## config.mk

```make
export PLATFORM = sky130hd
export DESIGN_NAME = fbp_burst_ctrl
export DESIGN_NICKNAME = d
export VERILOG_FILES = /design/src/rtl/fbp_burst_ctrl.v /design/src/rtl/fbp_clk_div.v
export VERILOG_INCLUDE_DIRS = /design/src /design/src/rtl
export SDC_FILE = /design/constraint.sdc
export NUM_CORES = 1
export LEC_CHECK = 0
export BUFFER_PORTS_ARGS = -buffer_cell sky130_fd_sc_hd__buf_4
export CAP_MARGIN = 20
export CORE_MARGIN = 10
export CORE_UTILIZATION = 35
export DETAILED_ROUTE_END_ITERATION = 16
export PLACE_DENSITY_LB_ADDON = 0.05
export REMOVE_ABC_BUFFERS = 1
export SLEW_MARGIN = 10
export SYNTH_ARGS = -nofsm -noshare
export SYNTH_HDL_FRONTEND = slang
export SYNTH_SLANG_ARGS = --single-unit
```

## constraint.sdc

```tcl
create_clock -name core_clk -period 3.3 [get_ports core_clk]
set_clock_uncertainty 0.1 [all_clocks]
set_input_delay 0.165 -clock core_clk [delete_from_list [all_inputs] [get_ports core_clk]]
set_output_delay 0.165 -clock core_clk [all_outputs]
set_load 0.005 [all_outputs]
```

## src/rtl/fbp_map.vh

```
`ifndef FBP_MAP_VH
`define FBP_MAP_VH
// register word addresses (word index on the avalon bus)
`define FBP_ADDR_DIV      3'h0
`define FBP_ADDR_ADDR     3'h1
`define FBP_ADDR_CMD      3'h2
`define FBP_ADDR_STAT     3'h3
`define FBP_ADDR_IRQ_STAT 3'h4
`define FBP_ADDR_IRQ_CLR  3'h5
`define FBP_ADDR_IRQ_EN   3'h6
// divider register fields
`define FBP_DIV_LOADED    7
`define FBP_DIV_PRE8      6
`define FBP_DIV_MSB       5
// command codes
`define FBP_CMD_PROG      8'h20
`define FBP_CMD_BURST     8'h25
`define FBP_CMD_ERASE     8'h40
// status bits
`define FBP_ST_DONE       0
`define FBP_ST_PUMP       1
`define FBP_ST_BUSY       2
`define FBP_ST_REFUSED    3
// irq bits: done, refused
`define FBP_IRQ_DONE      0
`define FBP_IRQ_REF       1
// timing in flash clock pulses, prescaler end count in bus clocks
`define FBP_STD_PULSES    8'h09
`define FBP_BURST_PULSES  8'h04
`define FBP_ERASE_PULSES  8'hFF
`define FBP_PRE8_COUNT    3'h7
// burst block: 32 bytes, low five address bits
`define FBP_BLOCK_LSB     5
`endif

```

## src/rtl/fbp_burst_ctrl.v

```verilog
// Function
// - standard program or erase turns pump on, off at completion
// - pump stays on only if next burst queued before completion flag
// - pump stays on only within same 32-byte burst block
// - first byte of burst series takes standard program time
// - later burst bytes take shorter burst time when conditions hold
// - new row start cycles high voltage and uses standard time
// - nothing queued at completion: pump off, high voltage removed
// - commands refused until divider written once; first write sets flag
// - flash clock is bus clock, optional divide by 8, over divisor+1
`timescale 1ns/10ps
`include "fbp_map.vh"
module fbp_burst_ctrl
(
	// clock and reset
	input  wire        core_clk,
	input  wire        reset_n,
	// avalon-mm slave
	input  wire [2:0]  avs_address,
	input  wire        avs_read,
	input  wire        avs_write,
	input  wire [31:0] avs_writedata,
	output reg  [31:0] avs_readdata,
	output reg         avs_waitrequest,
	// array side
	output reg         pumpOn_q,
	output reg         progStrobe_q,
	output reg  [15:0] arrayAddr_q,
	output reg  [7:0]  arrayData_q,
	// interrupt
	output reg         irq_q
);
	// states
	localparam [3:0] ST_IDLE = 4'b0001;
	localparam [3:0] ST_RUN  = 4'b0010;
	localparam [3:0] ST_GAP  = 4'b0100;
	localparam [3:0] ST_DONE = 4'b1000;

	//==================================================
	// registers
	reg [3:0]  state_q;
	reg        divLoaded_q;
	reg        preDiv8_q;
	reg [5:0]  divisor_q;
	reg [15:0] addrReg_q;
	reg [7:0]  dataReg_q;
	reg        queued_q;
	reg [15:0] qAddr_q;
	reg [7:0]  qData_q;
	reg [7:0]  qCmd_q;
	reg [7:0]  curCmd_q;
	reg [7:0]  pulseCnt_q;
	reg        done_q;
	reg        refused_q;
	reg [1:0]  irqStat_q;
	reg [1:0]  irqEn_q;
	wire       tick;

	// flash clock tick enable
	// flash clock divider
	fbp_clk_div uDiv
	(
		.core_clk (core_clk),
		.reset_n  (reset_n),
		.run      (divLoaded_q),
		.preDiv8  (preDiv8_q),
		.divisor  (divisor_q),
		.tick_q   (tick)
	);

	//==================================================
	// bus decode
	// writes land on the acknowledge edge, reads fetch one edge earlier
	wire wrAcc  = avs_write && !avs_waitrequest;
	wire rdAcc  = avs_read && avs_waitrequest;
	wire wrDiv  = wrAcc && (avs_address == `FBP_ADDR_DIV);
	wire wrAddr = wrAcc && (avs_address == `FBP_ADDR_ADDR);
	wire wrCmd  = wrAcc && (avs_address == `FBP_ADDR_CMD);
	wire wrClr  = wrAcc && (avs_address == `FBP_ADDR_IRQ_CLR);
	wire wrEn   = wrAcc && (avs_address == `FBP_ADDR_IRQ_EN);
	wire [7:0] cmdIn = avs_writedata[7:0];
	wire cmdKnown = (cmdIn == `FBP_CMD_PROG) || (cmdIn == `FBP_CMD_BURST) ||
		(cmdIn == `FBP_CMD_ERASE);
	wire cmdOk = wrCmd && divLoaded_q && cmdKnown;
	wire cmdRefuse = wrCmd && !(divLoaded_q && cmdKnown &&
		((state_q == ST_IDLE) || (state_q == ST_DONE) ||
		(!queued_q && (curCmd_q == `FBP_CMD_BURST) && (cmdIn == `FBP_CMD_BURST))));
	wire startNew = cmdOk && ((state_q == ST_IDLE) || (state_q == ST_DONE));
	wire queueNew = cmdOk && !startNew && !queued_q &&
		(curCmd_q == `FBP_CMD_BURST) && (cmdIn == `FBP_CMD_BURST);

	// continuation test on the queued byte
	// same burst block
	wire sameBlock = (qAddr_q[15:`FBP_BLOCK_LSB] == arrayAddr_q[15:`FBP_BLOCK_LSB]);
	wire sequential = (qAddr_q == arrayAddr_q + 16'h0001);
	wire keepPump = queued_q && (qCmd_q == `FBP_CMD_BURST) && sameBlock && sequential;
	// finish one cycle after the last strobe, so the pump still covers it
	wire finishing = (state_q == ST_RUN) && progStrobe_q && (pulseCnt_q == 8'h00);
	// a burst queued in the finishing cycle is still served
	wire lastDone  = finishing && !queued_q && !queueNew;

	//==================================================
	// bus answer: one wait cycle, then acknowledge
	always @(posedge core_clk or negedge reset_n)
	begin
		if (!reset_n)
		begin
			avs_waitrequest <= 1'b1;
			avs_readdata    <= 32'h0000_0000;
		end
		else
		begin
			avs_waitrequest <= !((avs_read || avs_write) && avs_waitrequest);
			// read data stands when waitrequest drops
			if (rdAcc)
			begin
				if (avs_address == `FBP_ADDR_DIV)
					avs_readdata <= {24'h000000, divLoaded_q, preDiv8_q, divisor_q};
				else if (avs_address == `FBP_ADDR_ADDR)
					avs_readdata <= {8'h00, dataReg_q, addrReg_q};
				else if (avs_address == `FBP_ADDR_CMD)
					avs_readdata <= {24'h000000, curCmd_q};
				else if (avs_address == `FBP_ADDR_STAT)
					avs_readdata <= {28'h0000000, refused_q, (state_q != ST_IDLE) &&
						(state_q != ST_DONE), pumpOn_q, done_q};
				else if (avs_address == `FBP_ADDR_IRQ_STAT)
					avs_readdata <= {30'h00000000, irqStat_q};
				else if (avs_address == `FBP_ADDR_IRQ_EN)
					avs_readdata <= {30'h00000000, irqEn_q};
				else
					avs_readdata <= 32'h0000_0000;
			end
		end
	end

	// divider register, written once
	always @(posedge core_clk or negedge reset_n)
	begin
		if (!reset_n)
		begin
			divLoaded_q <= 1'b0;
			preDiv8_q   <= 1'b0;
			divisor_q   <= 6'h00;
		end
		// first write sets flag
		// later writes leave the divider as it is
		else if (wrDiv && !divLoaded_q)
		begin
			divLoaded_q <= 1'b1;
			preDiv8_q   <= avs_writedata[`FBP_DIV_PRE8];
			divisor_q   <= avs_writedata[`FBP_DIV_MSB:0];
		end
	end

	// address and data staging
	always @(posedge core_clk or negedge reset_n)
	begin
		if (!reset_n)
		begin
			addrReg_q <= 16'h0000;
			dataReg_q <= 8'h00;
		end
		else if (wrAddr)
		begin
			addrReg_q <= avs_writedata[15:0];
			dataReg_q <= avs_writedata[23:16];
		end
	end

	//==================================================
	// sequencer
	always @(posedge core_clk or negedge reset_n)
	begin
		if (!reset_n)
		begin
			state_q      <= ST_IDLE;
			pumpOn_q     <= 1'b0;
			progStrobe_q <= 1'b0;
			arrayAddr_q  <= 16'h0000;
			arrayData_q  <= 8'h00;
			queued_q     <= 1'b0;
			qAddr_q      <= 16'h0000;
			qData_q      <= 8'h00;
			qCmd_q       <= 8'h00;
			curCmd_q     <= 8'h00;
			pulseCnt_q   <= 8'h00;
		end
		else
		begin
			progStrobe_q <= 1'b0;
			// take one burst byte into the queue
			if (queueNew)
			begin
				queued_q <= 1'b1;
				qAddr_q  <= addrReg_q;
				qData_q  <= dataReg_q;
				qCmd_q   <= cmdIn;
			end
			case (state_q)
				ST_IDLE, ST_DONE:
				begin
					if (startNew)
					begin
						pumpOn_q    <= 1'b1;
						curCmd_q    <= cmdIn;
						arrayAddr_q <= addrReg_q;
						arrayData_q <= dataReg_q;
						pulseCnt_q  <= (cmdIn == `FBP_CMD_ERASE) ? `FBP_ERASE_PULSES :
							`FBP_STD_PULSES;
						state_q     <= ST_RUN;
					end
				end
				ST_RUN:
				begin
					// no strobe once the count is spent
					if (tick && (pulseCnt_q != 8'h00))
					begin
						progStrobe_q <= 1'b1;
						pulseCnt_q   <= pulseCnt_q - 8'h01;
					end
					if (finishing)
					begin
						if (keepPump)
						begin
							queued_q    <= 1'b0;
							curCmd_q    <= qCmd_q;
							arrayAddr_q <= qAddr_q;
							arrayData_q <= qData_q;
							pulseCnt_q  <= `FBP_BURST_PULSES;
						end
						// a byte queued in this very cycle also takes the gap
						else if (queued_q || queueNew)
						begin
							pumpOn_q <= 1'b0;
							state_q  <= ST_GAP;
						end
						else
						begin
							pumpOn_q <= 1'b0;
							state_q  <= ST_DONE;
						end
					end
				end
				ST_GAP:
				begin
					// pump back on, queued byte at standard time
					pumpOn_q    <= 1'b1;
					queued_q    <= 1'b0;
					curCmd_q    <= qCmd_q;
					arrayAddr_q <= qAddr_q;
					arrayData_q <= qData_q;
					pulseCnt_q  <= `FBP_STD_PULSES;
					state_q     <= ST_RUN;
				end
				default:
					state_q <= ST_IDLE;
			endcase
		end
	end

	// completion and refusal flags, set wins over clear
	always @(posedge core_clk or negedge reset_n)
	begin
		if (!reset_n)
		begin
			done_q    <= 1'b0;
			refused_q <= 1'b0;
			irqStat_q <= 2'b00;
			irqEn_q   <= 2'b00;
			irq_q     <= 1'b0;
		end
		else
		begin
			// flag set when nothing further runs
			if (lastDone)
				done_q <= 1'b1;
			else if (startNew)
				done_q <= 1'b0;
			if (cmdRefuse)
				refused_q <= 1'b1;
			else if (cmdOk)
				refused_q <= 1'b0;
			// done and refusal events raise sticky interrupt status
			irqStat_q[`FBP_IRQ_DONE] <= lastDone ||
				(irqStat_q[`FBP_IRQ_DONE] && !(wrClr && avs_writedata[`FBP_IRQ_DONE]));
			irqStat_q[`FBP_IRQ_REF] <= cmdRefuse ||
				(irqStat_q[`FBP_IRQ_REF] && !(wrClr && avs_writedata[`FBP_IRQ_REF]));
			if (wrEn)
				irqEn_q <= avs_writedata[1:0];
			irq_q <= |(irqStat_q & irqEn_q);
		end
	end
endmodule // fbp_burst_ctrl

```

## src/rtl/fbp_clk_div.v

```verilog
`timescale 1ns/10ps
module fbp_clk_div
(
	// clock and reset
	input  wire       core_clk,
	input  wire       reset_n,
	// control
	input  wire       run,
	input  wire       preDiv8,
	input  wire [5:0] divisor,
	// flash clock enable
	output reg        tick_q
);
	reg [2:0] preCnt_q;
	reg [5:0] divCnt_q;
	wire      preTick = !preDiv8 || (preCnt_q == `FBP_PRE8_COUNT);

	// prescale then divide by divisor plus one
	always @(posedge core_clk or negedge reset_n)
	begin
		if (!reset_n)
		begin
			preCnt_q <= 3'h0;
			divCnt_q <= 6'h00;
			tick_q   <= 1'b0;
		end
		else if (!run)
		begin
			preCnt_q <= 3'h0;
			divCnt_q <= 6'h00;
			tick_q   <= 1'b0;
		end
		else
		begin
			preCnt_q <= preCnt_q + 3'h1;
			tick_q   <= 1'b0;
			if (preTick)
			begin
				if (divCnt_q == divisor)
				begin
					divCnt_q <= 6'h00;
					tick_q   <= 1'b1;
				end
				else
					divCnt_q <= divCnt_q + 6'h01;
			end
		end
	end
endmodule // fbp_clk_div

```

==> Word-level counts from Yosys, hierarchy flattened <==
Cells that the tools add are included.
{ "classes": {"n_addsub": 4, "eq_ne": 26, "n_mux": 50, "n_bitwise": 1, "reduce_logical": 65} }
{ "ops": {"columns": ["op", "count"], "rows": [
  ["$mux 8", 12],
  ["$pmux 8 s3", 3],
  ["$mux 16", 3],
  ["$pmux 16 s3", 1],
  ["$logic_and 1x1->1", 34],
  ["$eq 8x6->1 const B", 4],
  ["$mux 32", 1],
  ["$mux 24", 1],
  ["$mux 4", 5],
  ["$mux 6", 3],
  ["$add 16x1->16 const B", 1],
  ["$eq 16x16->1", 1],
  ["$mux 1", 15],
  ["$eq 3x3->1 const B", 4],
  ["$pmux 4 s3", 1],
  ["$eq 11x11->1", 1],
  ["$logic_not 1->1", 10],
  ["$logic_or 1x1->1", 9],
  ["$eq 8x7->1 const B", 1],
  ["$logic_not 8->1", 1],
  ["$ne 2x2->1 const B", 4],
  ["$reduce_and 4->1", 2],
  ["$reduce_bool 8->1", 1],
  ["$sub 8x1->8 const B", 1],
  ["other kinds (23)", 27]
]} }
{ "totals": {"reg_bits": 161, "inputBits": 39, "output_inout_bits": 60, "word_cells": 172} }

==> Logic depth before layout (Yosys ltp) <==
Gate-level depths: netlist (run 1).
{ "logic_depth": {"ltp_word": 16, "ltp_mapped": 8, "depth_no_buf": 8} }

==> Modules after synthesis <==
Synthesis (run 1) repeated with hierarchy kept, for this count alone.
{ "unflattened": {"cells_unflattened": 658, "hier_area_um2": 7459.7} }
{ "modules_own_cells": {"columns": ["mod", "instances", "cells_per_inst", "area_each_um2", "seq_area_each_um2"], "rows": [
  ["fbp_burst_ctrl", 1, 609, 6904.1, 3580.9],
  ["fbp_clk_div", 1, 49, 555.5, 250.2]
]} }

==> Least setup slack after synthesis (run 1) <==
No wires, ideal clock.
{ "synth_path": {"kind": "register to register", "start": "register arrayAddr_q[0]", "end": "register arrayAddr_q[10]", "setup_ps": 73, "arrival_time_ps": 2164, "required_time_ps": 3127, "setup_slack_ps": 963, "stages_incl_launch_ff": 9, "path_buffers": 1, "synth_period_minus_slack_ps": 2337, "cell_sequence": "dfrtp_1 > ha_1 > and3_1 > a2bb2o_1 > nor4_1 > nand4_2 > a21oi_4 > buf_6 > a2bb2oi_2"} }
{ "synth_via": {"elab_chain_cells": 5} }
{ "synth_rtl": {"columns": ["element", "line", "rtl"], "rows": [
  ["start, declared", "fbp_burst_ctrl.v:28", "output reg [15:0] arrayAddr_q,"],
  ["start signal, assigned", "fbp_burst_ctrl.v:206", "arrayAddr_q <= addrReg_q;"],
  ["start signal, assigned", "fbp_burst_ctrl.v:227", "arrayAddr_q <= qAddr_q;"],
  ["start signal, assigned", "fbp_burst_ctrl.v:250", "arrayAddr_q <= qAddr_q;"],
  ["$add 16x1->16", "fbp_burst_ctrl.v:95", "wire sequential = (qAddr_q == arrayAddr_q + 16'h0001);"],
  ["$eq 16x16->1", "fbp_burst_ctrl.v:95", null],
  ["$logic_and 1x1->1", "fbp_burst_ctrl.v:96", "wire keepPump = queued_q && (qCmd_q == `FBP_CMD_BURST) && sameBlock && sequential;"],
  ["$ne 2x2->1 (no line)", null, null],
  ["$reduce_and 4->1 (no line)", null, null]
]} }
Every way passes these cells.
A chain may end at the register's enable or synchronous reset.

==> Final worst setup path (run 1) <==
{ "layout_path": {"start": "register arrayAddr_q[0]", "end": "register curCmd_q[6]"} }
{ "layout_via": {"elab_chain_cells": 5} }
{ "layout_rtl": {"columns": ["element", "line", "rtl"], "rows": [
  ["$add 16x1->16", "fbp_burst_ctrl.v:95", null],
  ["$eq 16x16->1", "fbp_burst_ctrl.v:95", null],
  ["$logic_and 1x1->1", "fbp_burst_ctrl.v:96", null],
  ["$ne 2x2->1 (no line)", null, null],
  ["$reduce_and 4->1 (no line)", null, null],
  ["end signal, assigned", "fbp_burst_ctrl.v:205", "curCmd_q <= cmdIn;"],
  ["end signal, assigned", "fbp_burst_ctrl.v:226", "curCmd_q <= qCmd_q;"],
  ["end signal, assigned", "fbp_burst_ctrl.v:249", "curCmd_q <= qCmd_q;"],
  ["end, declared", "fbp_burst_ctrl.v:51", "reg [7:0] curCmd_q;"]
]} }
Every way passes these cells.

==> results of run 1 <==
## layer usage
| layer | routed length, µm | track usage (%) | vias to the layer above |
|---|---|---|---|
| met2 | 9813 | 24.30 | 109 |
| met1 | 8938 | 19.49 | 2737 |
| met5 | 0 | 0 | - |
| met3 | 814 | 3.619 | 17 |
| li1 | - | - | 2470 |
| met4 | 275 | 3.951 | 0 |
## power by group through the flow
stage / sequential [mW] / clock (mW) / combinational (mW)
finish: 2.29 / 1.98 / 0.620
global route: 2.32 / 2.11 / 0.701
CTS: 2.30 / 2.02 / 0.634
detailed placement: 2.33 / 0 / 0.606
global placement: 2.32 / 0 / 0.591
floorplan: 2.25 / 0 / 0.362
## final timing paths
check                                 start  depth (start not counted)  slack, ns          endpoint
max reg2reg                  arrayAddr_q[0]                          8       0.41       curCmd_q[6]
max                          arrayAddr_q[0]                          8       0.41       curCmd_q[6]
min reg2reg                uDiv.preCnt_q[0]                          1       0.34  uDiv.preCnt_q[0]
min in group asynchronous           reset_n                          2       0.25     pulseCnt_q[5]
max in group asynchronous           reset_n                          3       2.04       curCmd_q[7]
min                          avs_address[2]                          4       0.04      irqStat_q[0]
## worst max-delay path, delay by kind of cell, from the launching register on
kind,cells,cell delay (ns)
fa+ha+maj,1,0.28
compound gates,2,0.38
flops,1,0.44
simple gates,4,1.26
buf+inv,1,0.30
## cell families after synthesis
group / Yosys count / share of synthesized area, %
adder cells (fa/ha/maj): 6 / 1.016
flip-flops: 153 / 51.85
XOR/XNOR: 25 / 2.964
AO/OA/AOI/OAI: 147 / 16.71
buffers and inverters: 48 / 3.590
multiplexers: 69 / 11.82
AND/OR/NAND/NOR: 160 / 11.99
other: 1 / 0.05076
## per-stage QoR
stage               hold WS, ns  setup slack (ns)  util, %
finish                  0.03978            0.4099    43.75
CTS                     0.02059            0.4184    43.75
detailed placement       0.1568            0.4318    39.63
global placement         0.1520            0.5172    39.63
global route            0.07126            0.2558    43.75
floorplan               -0.2306            0.2718        -
## state kept, by name, summed over array words and instances (netlist names), 2 cells and up
| name | count |
|---|---|
| uDiv.preCnt_q | 3 |
| curCmd_q | 8 |
| uDiv.divCnt_q | 6 |
| irqStat_q | 2 |
| irqEn_q | 2 |
| arrayData_q | 8 |
| dataReg_q | 8 |
| qAddr_q | 16 |
| arrayAddr_q | 16 |
| addrReg_q | 16 |
| qData_q | 8 |
| divisor_q | 6 |
| state_q | 4 |
| pulseCnt_q | 8 |
| avs_readdata | 24 |
| qCmd_q | 8 |
## cell type report
type	instances	area [µm²]	share of cell area, %
sequential	153	3831	41.92
inverter	9	33.78	0.3697
clock buffer	17	425.4	4.655
multi-input combinational	415	3321	36.34
clock inverter	14	163.9	1.794
timing repair buffer	123	1020	11.16
tap	275	344.1	3.765
## cell usage in the layout, fill, tap and decap left out, types with 3 or more instances in the layout
cell / count
dlygate4sd3_1: 27
a21oi_1: 8
nand2b_1: 10
xor2_1: 5
nand3b_1: 3
mux2i_1: 7
ha_1: 6
and2_1: 13
o21ai_0: 29
nand2_1: 41
nor4_1: 4
conb_1: 8
nor2_1: 27
mux2_2: 38
a31oi_1: 3
inv_1: 9
and3_1: 5
a22o_1: 25
nor3b_1: 3
o2bb2ai_1: 4
nor4b_2: 3
nand4b_1: 3
a2bb2oi_2: 26
buf_4: 93
nor2b_1: 10
xnor2_1: 20
nand3_1: 13
clkbuf_16: 17
mux4_2: 3
dfrtp_1: 151
o211ai_1: 4
nand4_1: 13
o22ai_1: 28
inv_6: 4
clkinv_4: 3
mux2_4: 19
==> summary.md, run 1 <==
| Metric | Value |
|---|---|
| Status | `completed` |
| Resize count post-CTS | `0` |
| Fin. max-slew vios | `0` |
| Worst hold path type | `input port to flop` |
| Post-Syn Area per Cell | `12.13 µm²` |
| # IOs | `99` |
| Sequential fraction of design power | `46.8%` |
| Crit path DAT | `3.09 ns` |
| Critical-path cell list | `ha_1 > and3_1 > a2bb2o_1 > nor4_1 > nand4_2 > nand2_1 > buf_4 > a2bb2oi_2` |
| Total power | `4.890 mW` |
| Mapped Cells | `609` |
| RSZ-0062 raised after global routing | `no` |
| CP max-delay cell | `dfrtp_1` |
| Routability cong. | `0.8007` |
| Switching pwr | `1.334 mW` |
| Final cell count without fillers | `1006` |
| H-tree levels | `4` |
| Post-synth ARST share | `100.0%` |
| Die Width | `165.3 µm` |
| Post-route cell area | `0.009139 mm²` |
| Distinct cells, synth | `65` |
| Placed insts | `948` |
| Final antenna diode count | `0` |
| Detailed Route Iter0 Violations | `181` |
| Synth area leaders | `dfrtp_1 51%, mux2_2 5.8%, a2bb2oi_2 5.3%` |
| Setup TNS | `0 ns` |
| Synth area leader | `dfrtp_1` |
| Drt wl/cell | `19.72 µm` |
| Total setup buffers inserted after CTS | `0` |
| Max stage delay on crit path | `0.44 ns` |
| Largest net degree at the start of global routing | `76` |
| Die ar. | `0.02732 mm²` |
| Initial Utilization | `35.37%` |
| Most instantiated cells after synthesis | `151 x dfrtp_1, 41 x nand2_1, 38 x mux2_2, 29 x o21ai_0` |
| CTS Buffer Depth | `2` |
| First-pass GRT wire length | `31960 µm` |
| Synth top area share | `51.14%` |
| # nets final | `764` |
| Yosys reg bits | `153` |
| Worst path required time | `3.50 ns` |
| Share of layout cells above drive strength 1 | `30.92%` |
| Die Ht | `165.3 µm` |
| Final wirelength | `19840 µm` |
| Crit Path Max Fanout | `10` |
| Top_reg_cell synth | `dfrtp_1` |
| Pin slew with the least headroom to its limit | `0.7703 ns` |
| Final Hold Fails | `0` |
| PD cells | `535.1 mW/mm²` |
| Kind of critical path | `flop to flop` |
| Switching fraction of total power | `27.27%` |
| Cell-internal power | `3.557 mW` |
| Final Critical Period | `2.890 ns` |
| Most common cell in the netlist | `dfrtp_1` |
| First-pass iteration count of the detailed router | `4` |
| Antenna violations before repair | `0` |
| TritonCTS Sinks | `153` |
| Area grow syn2layout | `23.69%` |
| Port bufs | `82` |
| Yosys warns | `0` |
| Final-layout fill cell count | `1969` |
| Clk pin slew, worst setup/hold paths | `0.06 ns` |
| DPL Wire Length | `13400 µm` |
| Synthesized cell area | `0.007388 mm²` |
| Startpoint types | `flop` |
| Root buffer cell | `clkbuf_16` |
| Post-DP Area | `0.008279 mm²` |
| Core Footprint | `0.02089 mm²` |
| Number of hold buffers added after cts | `27` |
| Via density | `5.301` |
| Total of max-cap violations | `0` |
| Cts bufs inserted | `17` |
| Cell row count | `53` |
| Global-route usage over all layers | `14.93%` |
| DR vias | `5333` |
| Vias in the first global route | `5647` |
| Worst-Skew Late Latency | `0.43 ns` |
| Sequential share of the synthesized area | `51.85%` |
| Fmax | `346.0 MHz` |
| VDD IR max | `293.6 µV` |
| Residual DRC | `0` |
| Critical Path End Type | `flop` |
| Final setup vio count | `0` |
| Max-slew headroom | `48.65%` |
| Congestion Overflow GR | `0` |
| Comb power frac | `12.7%` |
| TritonCTS clock tree | `done` |
| EDFF count, synth | `0` |
| Clock share of power | `40.5%` |
| Part of the cycle the worst path needs | `87.58%` |
| Leakage | `4.003 nW` |
| Routed Antenna Nets | `0` |
(Power assumes the default switching activity.)
==> run 2: changes to the inputs <==
CORE_UTILIZATION = 30   (was 35)
GPL_ROUTABILITY_DRIVEN = 0   (was not set)
==> run 2 against run 1 <==
  * Critical path depth rose by 1
  * Flip-flop and latch count is the same
  * Total power shrank 0.44%
  * Combinational power about the same
  * Utilization decreased by 5.5 points
  * Maximum frequency rose by 6.5%
  * Critical endpoint is now arrayAddr_q[6]
==> summary.md, run 2 (synthesis gave the netlist of run 1 again) <==
| Metric | Value |
|---|---|
| Status | `completed` |
| Top reg by flops | `avs_readdata` |
| Kind of critical path | `flop to flop` |
| Via density | `5.015` |
| Final setup vio count | `0` |
| Worst path required time | `3.55 ns` |
| PD cells | `525.4 mW/mm²` |
| # IOs | `99` |
| Final wirelength | `20610 µm` |
| Commonest non-fill, non-tap cell in the layout | `dfrtp_1` |
| Root buffer cell | `clkbuf_16` |
| Die Width | `176.9 µm` |
| Final Hold Fails | `0` |
| Crit path DAT | `2.96 ns` |
| Fin. max-slew vios | `0` |
| First-pass GRT wire length | `33240 µm` |
| Worst-Skew Late Latency | `0.43 ns` |
| # nets final | `769` |
| Post-Route Utilization | `38.21%` |
| Die ar. | `0.03130 mm²` |
| Total setup buffers inserted after CTS | `0` |
| VDD IR max | `247.5 µV` |
| Antenna violations before repair | `0` |
| Global-route usage over all layers | `13.58%` |
| CP max-delay cell | `dfrtp_1` |
| Final-layout fill cell count | `2394` |
| Leakage | `4.041 nW` |
| Max stage delay on crit path | `0.45 ns` |
| RSZ-0062 raised after global routing | `no` |
| DR vias | `5321` |
| Setup TNS | `0 ns` |
| Critical Path End Type | `flop` |
| Worst hold path type | `input port to flop` |
| Total of max-cap violations | `0` |
| Commonest cells after routing, fill and taps aside | `151 x dfrtp_1, 95 x buf_4, 41 x nand2_1, 38 x mux2_2, 29 x o21ai_0` |
| Resize count post-CTS | `0` |
| Congestion Overflow GR | `0` |
| DPL Wire Length | `14200 µm` |
| Fmax | `368.6 MHz` |
| Largest net degree at the start of global routing | `82` |
| Vias in the first global route | `5731` |
| Critical-path cell list | `ha_1 > and3_1 > a2bb2o_1 > nor4_1 > nand4_2 > buf_4 > a21oi_4 > buf_12 > a2bb2oi_1` |
| Initial Utilization | `30.47%` |
| Final Critical Period | `2.713 ns` |
| Die Ht | `176.9 µm` |
| Max-slew headroom | `44.63%` |
| Area grow syn2layout | `25.42%` |
| Largest register FFs | `24` |
| H-tree levels | `4` |
| Crit Path Max Fanout | `32` |
| CTS Buffer Depth | `2` |
| Part of the cycle the worst path needs | `82.20%` |
| Residual DRC | `0` |
| Share of layout cells above drive strength 1 | `31.34%` |
| Drt wl/cell | `19.42 µm` |
| Cell row count | `57` |
| Routed Antenna Nets | `0` |
| Cts bufs inserted | `17` |
| Pin slew with the least headroom to its limit | `0.8305 ns` |
| Port bufs | `82` |
| Detailed Route Iter0 Violations | `280` |
| Final antenna diode count | `0` |
| Core Footprint | `0.02425 mm²` |
| TritonCTS Sinks | `153` |
| Clk pin slew, worst setup/hold paths | `0.07 ns` |
| TritonCTS clock tree | `done` |
| First-pass iteration count of the detailed router | `5` |
| Startpoint types | `flop` |
[run 2: changes by cell type in the layout (fill, tap and decap cells not counted)]
cell and change:
inv_8 +2, buf_4 +2, buf_12 +3, clkinv_4 -1, clkinv_2 -1, inv_6 +1, bufinv_16 -1, clkbuf_1 +1
[run 2: per-layer routing]
metal,track usage [%],wire (µm),vias up,part of all wire (%)
met5,0,0,-,0
met2,23.05,10330,107,50
met4,2.312,116,0,0.56
met1,17.13,9295,2734,45
li1,-,-,2471,-
met3,3.691,864,9,4.2
[run 2: timing repair]
item / in CTS / in global routing
hold buffers: 27 / 0
endpoints found under the setup margin: 0 / 0
hold endpoints to repair: 113 / 0
[run 2: power breakdown]
part,switching (mW),internal [mW]
Sequential,0.214,2.08
Clock,0.880,1.07
Combinational,0.275,0.348
[run 2: critical path: cells and delay by family (launching register included)]
kind / cells / cell delay (ns)
and+or+nand+nor: 3 / 0.67
AOI/OAI and AO/OA: 3 / 0.65
buffers and inverters: 2 / 0.47
DFF: 1 / 0.45
adders and majority gates: 1 / 0.28
[run 2: per-stage QoR]
| stage | hold WS [ns] | total power, mW | instances | cell area [µm²] | setup WS (ns) |
|---|---|---|---|---|---|
| floorplan | -0.2306 | 2.616 | 577 | 7183 | 0.2718 |
| global placement | 0.1950 | 2.921 | 1002 | 8416 | 0.5818 |
| detailed placement | 0.1934 | 2.939 | 1002 | 8416 | 0.5956 |
| CTS | 0.02093 | 4.949 | 1061 | 9266 | 0.5722 |
| global route | 0.02735 | 5.138 | 1061 | 9266 | 0.3405 |
| finish | 0.03746 | 4.869 | 1061 | 9266 | 0.5873 |
[run 2: final timing paths]
check	slack (ns)	depth (start not counted)	start	to
worst max register to register	0.59	9	arrayAddr_q[0]	arrayAddr_q[6]
worst min-delay path	0.04	4	avs_address[2]	irqStat_q[1]
worst max-delay path	0.59	9	arrayAddr_q[0]	arrayAddr_q[6]
min in group asynchronous	0.28	2	reset_n	pulseCnt_q[7]
worst min register to register	0.33	1	uDiv.preCnt_q[0]	uDiv.preCnt_q[0]
max in group asynchronous	1.98	3	reset_n	avs_waitrequest
[run 2: layout make-up]
cell class	instances	area, µm²	share of cell area (%)
clock buffer	18	429.2	4.631
clock inverter	14	151.4	1.634
inverter	9	33.78	0.3646
multi-input combinational	415	3321	35.84
sequential	153	3831	41.34
tap	324	405.4	4.375
timing repair buffer	128	1095	11.81
==> run 3: changes to the inputs <==
clock period = 2.19 ns   (was 3.3 ns; I/O delays follow)
==> run 3 against run 2 <==
  * The flow now finishes with violations (negative setup slack)
  * Non-clock buffer count is 103 higher
  * Total power is 55% higher
  * First-iteration DRC count decreased by 7.1%
  * Final cell count rose by 9.7%
  * Worst hold slack improved by 0.00084 ns
  * Clock power up 57%
  * Sequential power rose by 51%
  * Flip-flop and latch count unchanged
  * Largest power group unchanged
==> summary.md, run 3 (synthesis gave the netlist of run 1 again) <==
| Metric | Value |
|---|---|
| Via density | `4.859` |
| # IOs | `99` |
| Fin. max-slew vios | `0` |
| R2R depth | `11` |
| Commonest non-fill, non-tap cell in the layout | `buf_4` |
| Congestion Overflow GR | `0` |
| DR vias | `5656` |
| Clk pin slew, worst setup/hold paths | `0.07 ns` |
| First-pass GRT wire length | `34980 µm` |
| Vias in the first global route | `5994` |
| Startpoint types | `flop` |
| First-pass iteration count of the detailed router | `4` |
| Post-Route Utilization | `42.95%` |
| Share of layout cells above drive strength 1 | `43.21%` |
| Worst hold path type | `input port to async pin` |
| H-tree levels | `4` |
| Grt peak-use layer | `met2` |
| Worst path required time | `2.45 ns` |
| Critical-path cell list | `ha_2 > buf_6 > nand4_1 > a2bb2oi_2 > a311oi_4 > buf_4 > nand4_4 > a21oi_4 > buf_6 > clkbuf_16 > a2bb2oi_2` |
| Die Width | `176.9 µm` |
| Worst Slack Setup Final | `-0.1526 ns` |
| Residual DRC | `0` |
| GR met2 Demand/Resource | `23.45%` |
| Reg2Reg Setup Slack | `-0.15 ns` |
| Final Critical Period | `2.343 ns` |
| RSZ-0062 raised after global routing | `yes` |
| Final-layout fill cell count | `2305` |
| Critical path's top delay family | `compound AO/OA/AOI/OAI gates` |
| Max stage delay on crit path | `0.37 ns` |
| TritonCTS clock tree | `done` |
| Global-route usage over all layers | `14.40%` |
| Routed Antenna Nets | `0` |
| Core Footprint | `0.02425 mm²` |
| Initial Utilization | `30.47%` |
| VDD IR max | `425.5 µV` |
| Die ar. | `0.03130 mm²` |
| Root buffer cell | `clkbuf_16` |
| DP Worst Slack | `-0.2924 ns` |
| Area grow syn2layout | `40.95%` |
| Failing checks | `negative setup slack` |
| Antenna violations before repair | `0` |
| DPL Wire Length | `15420 µm` |
| TritonCTS Sinks | `153` |
| Commonest cells after routing, fill and taps aside | `183 x buf_4, 149 x dfrtp_1, 38 x nand2_1, 38 x mux2_2` |
| Part of the cycle the worst path needs | `107.0%` |
| Final wirelength | `22270 µm` |
| Die Ht | `176.9 µm` |
| Worst r2r dst | `arrayAddr_q[13]` |
| Worst r2r src | `arrayAddr_q[0]` |
| Leakage | `4.693 nW` |
| CP max-delay cell | `dfrtp_1` |
| Total power | `7.559 mW` |
| Final setup vio count | `40` |
| CP bufs+invs | `4` |
| Crit Path Max Fanout | `4` |
| Critical Path End Type | `flop` |
| Post-DP Area | `0.009126 mm²` |
| CTS Buffer Depth | `2` |
| Port bufs | `82` |
| Cell row count | `57` |
| Largest net degree at the start of global routing | `73` |
| CP Launch Point | `arrayAddr_q[0]` |
| Kind of critical path | `flop to flop` |
| Detailed Route Iter0 Violations | `260` |
| Crit path DAT | `2.60 ns` |
| Final antenna diode count | `0` |
| Fmax | `426.9 MHz` |
| Top reg by flops | `avs_readdata` |
| Drt wl/cell | `19.13 µm` |
| Largest register FFs | `24` |
| PD cells | `725.9 mW/mm²` |
| Post-route cell area | `0.01041 mm²` |
| Worst-Skew Late Latency | `0.43 ns` |
| # nets final | `872` |
| Total of max-cap violations | `0` |
| GR Util met3 | `3.222%` |
| Status | `finished, violations left` |
| Cts bufs inserted | `17` |
| GR Util met1 | `18.92%` |
| Final Hold Fails | `0` |
## run 3: cell type report
cell class,count,area (µm²),area share (%)
Clock inverter,14,177.7,1.706
Timing Repair Buffer,231,2031,19.50
Clock buffer,18,429.2,4.121
Sequential cell,153,3834,36.81
Inverter,9,33.78,0.3244
Multi-Input combinational cell,415,3503,33.64
Tap cell,324,405.4,3.893
## run 3: through the flow
| step | hold slack (ns) | TNS (ns) | instances |
|---|---|---|---|
| 2_1_floorplan | -0.2861 | -40.81 | 577 |
| 3_3_place_gp | -0.06914 | -9.766 | 1095 |
| 3_5_place_dp | -0.06407 | -11.74 | 1095 |
| 4_1_cts | 0.03751 | -4.484 | 1162 |
| 5_1_grt | 0.05856 | -7.885 | 1164 |
| 6_report | 0.03830 | -4.423 | 1164 |
## run 3: report_power, final
| group | internal (mW) | switching, mW | total [mW] | leakage (nW) |
|---|---|---|---|---|
| logic | 0.578 | 0.446 | 1.02 | 2.53 |
| registers | 3.13 | 0.334 | 3.46 | 1.88 |
| clock network | 1.73 | 1.34 | 3.07 | 0.291 |
| total | 5.44 | 2.12 | 7.56 | 4.69 |
## run 3: worst max-delay path by stage
stage          cells past startpoint  slack [ns]         endpoint
2_1_floorplan                      7       -0.84   arrayAddr_q[5]
3_3_place_gp                       8       -0.24   arrayAddr_q[6]
3_5_place_dp                       9       -0.29   arrayAddr_q[6]
4_1_cts                           11       -0.14   arrayAddr_q[9]
5_1_grt                           11       -0.24   arrayAddr_q[9]
6_report                          11       -0.15  arrayAddr_q[13]
## run 3: repair_timing
item / CTS / global route
endpoints found under the setup margin: 71 / 71
gates cloned: 3 / 3
pin swaps: 15 / 7
endpoints found under the hold margin: 185 / 0
hold buffers: 27 / 0
setup buffers: 7 / 2
gates resized for setup: 41 / 19
## run 3: routing by layer
metal | up-vias | wire, µm | part of all wire, %
met5 | - | 0 | 0
met1 | 2859 | 10430 | 47
li1 | 2690 | - | -
met4 | 0 | 197 | 0.88
met2 | 94 | 10880 | 49
met3 | 13 | 755 | 3.4
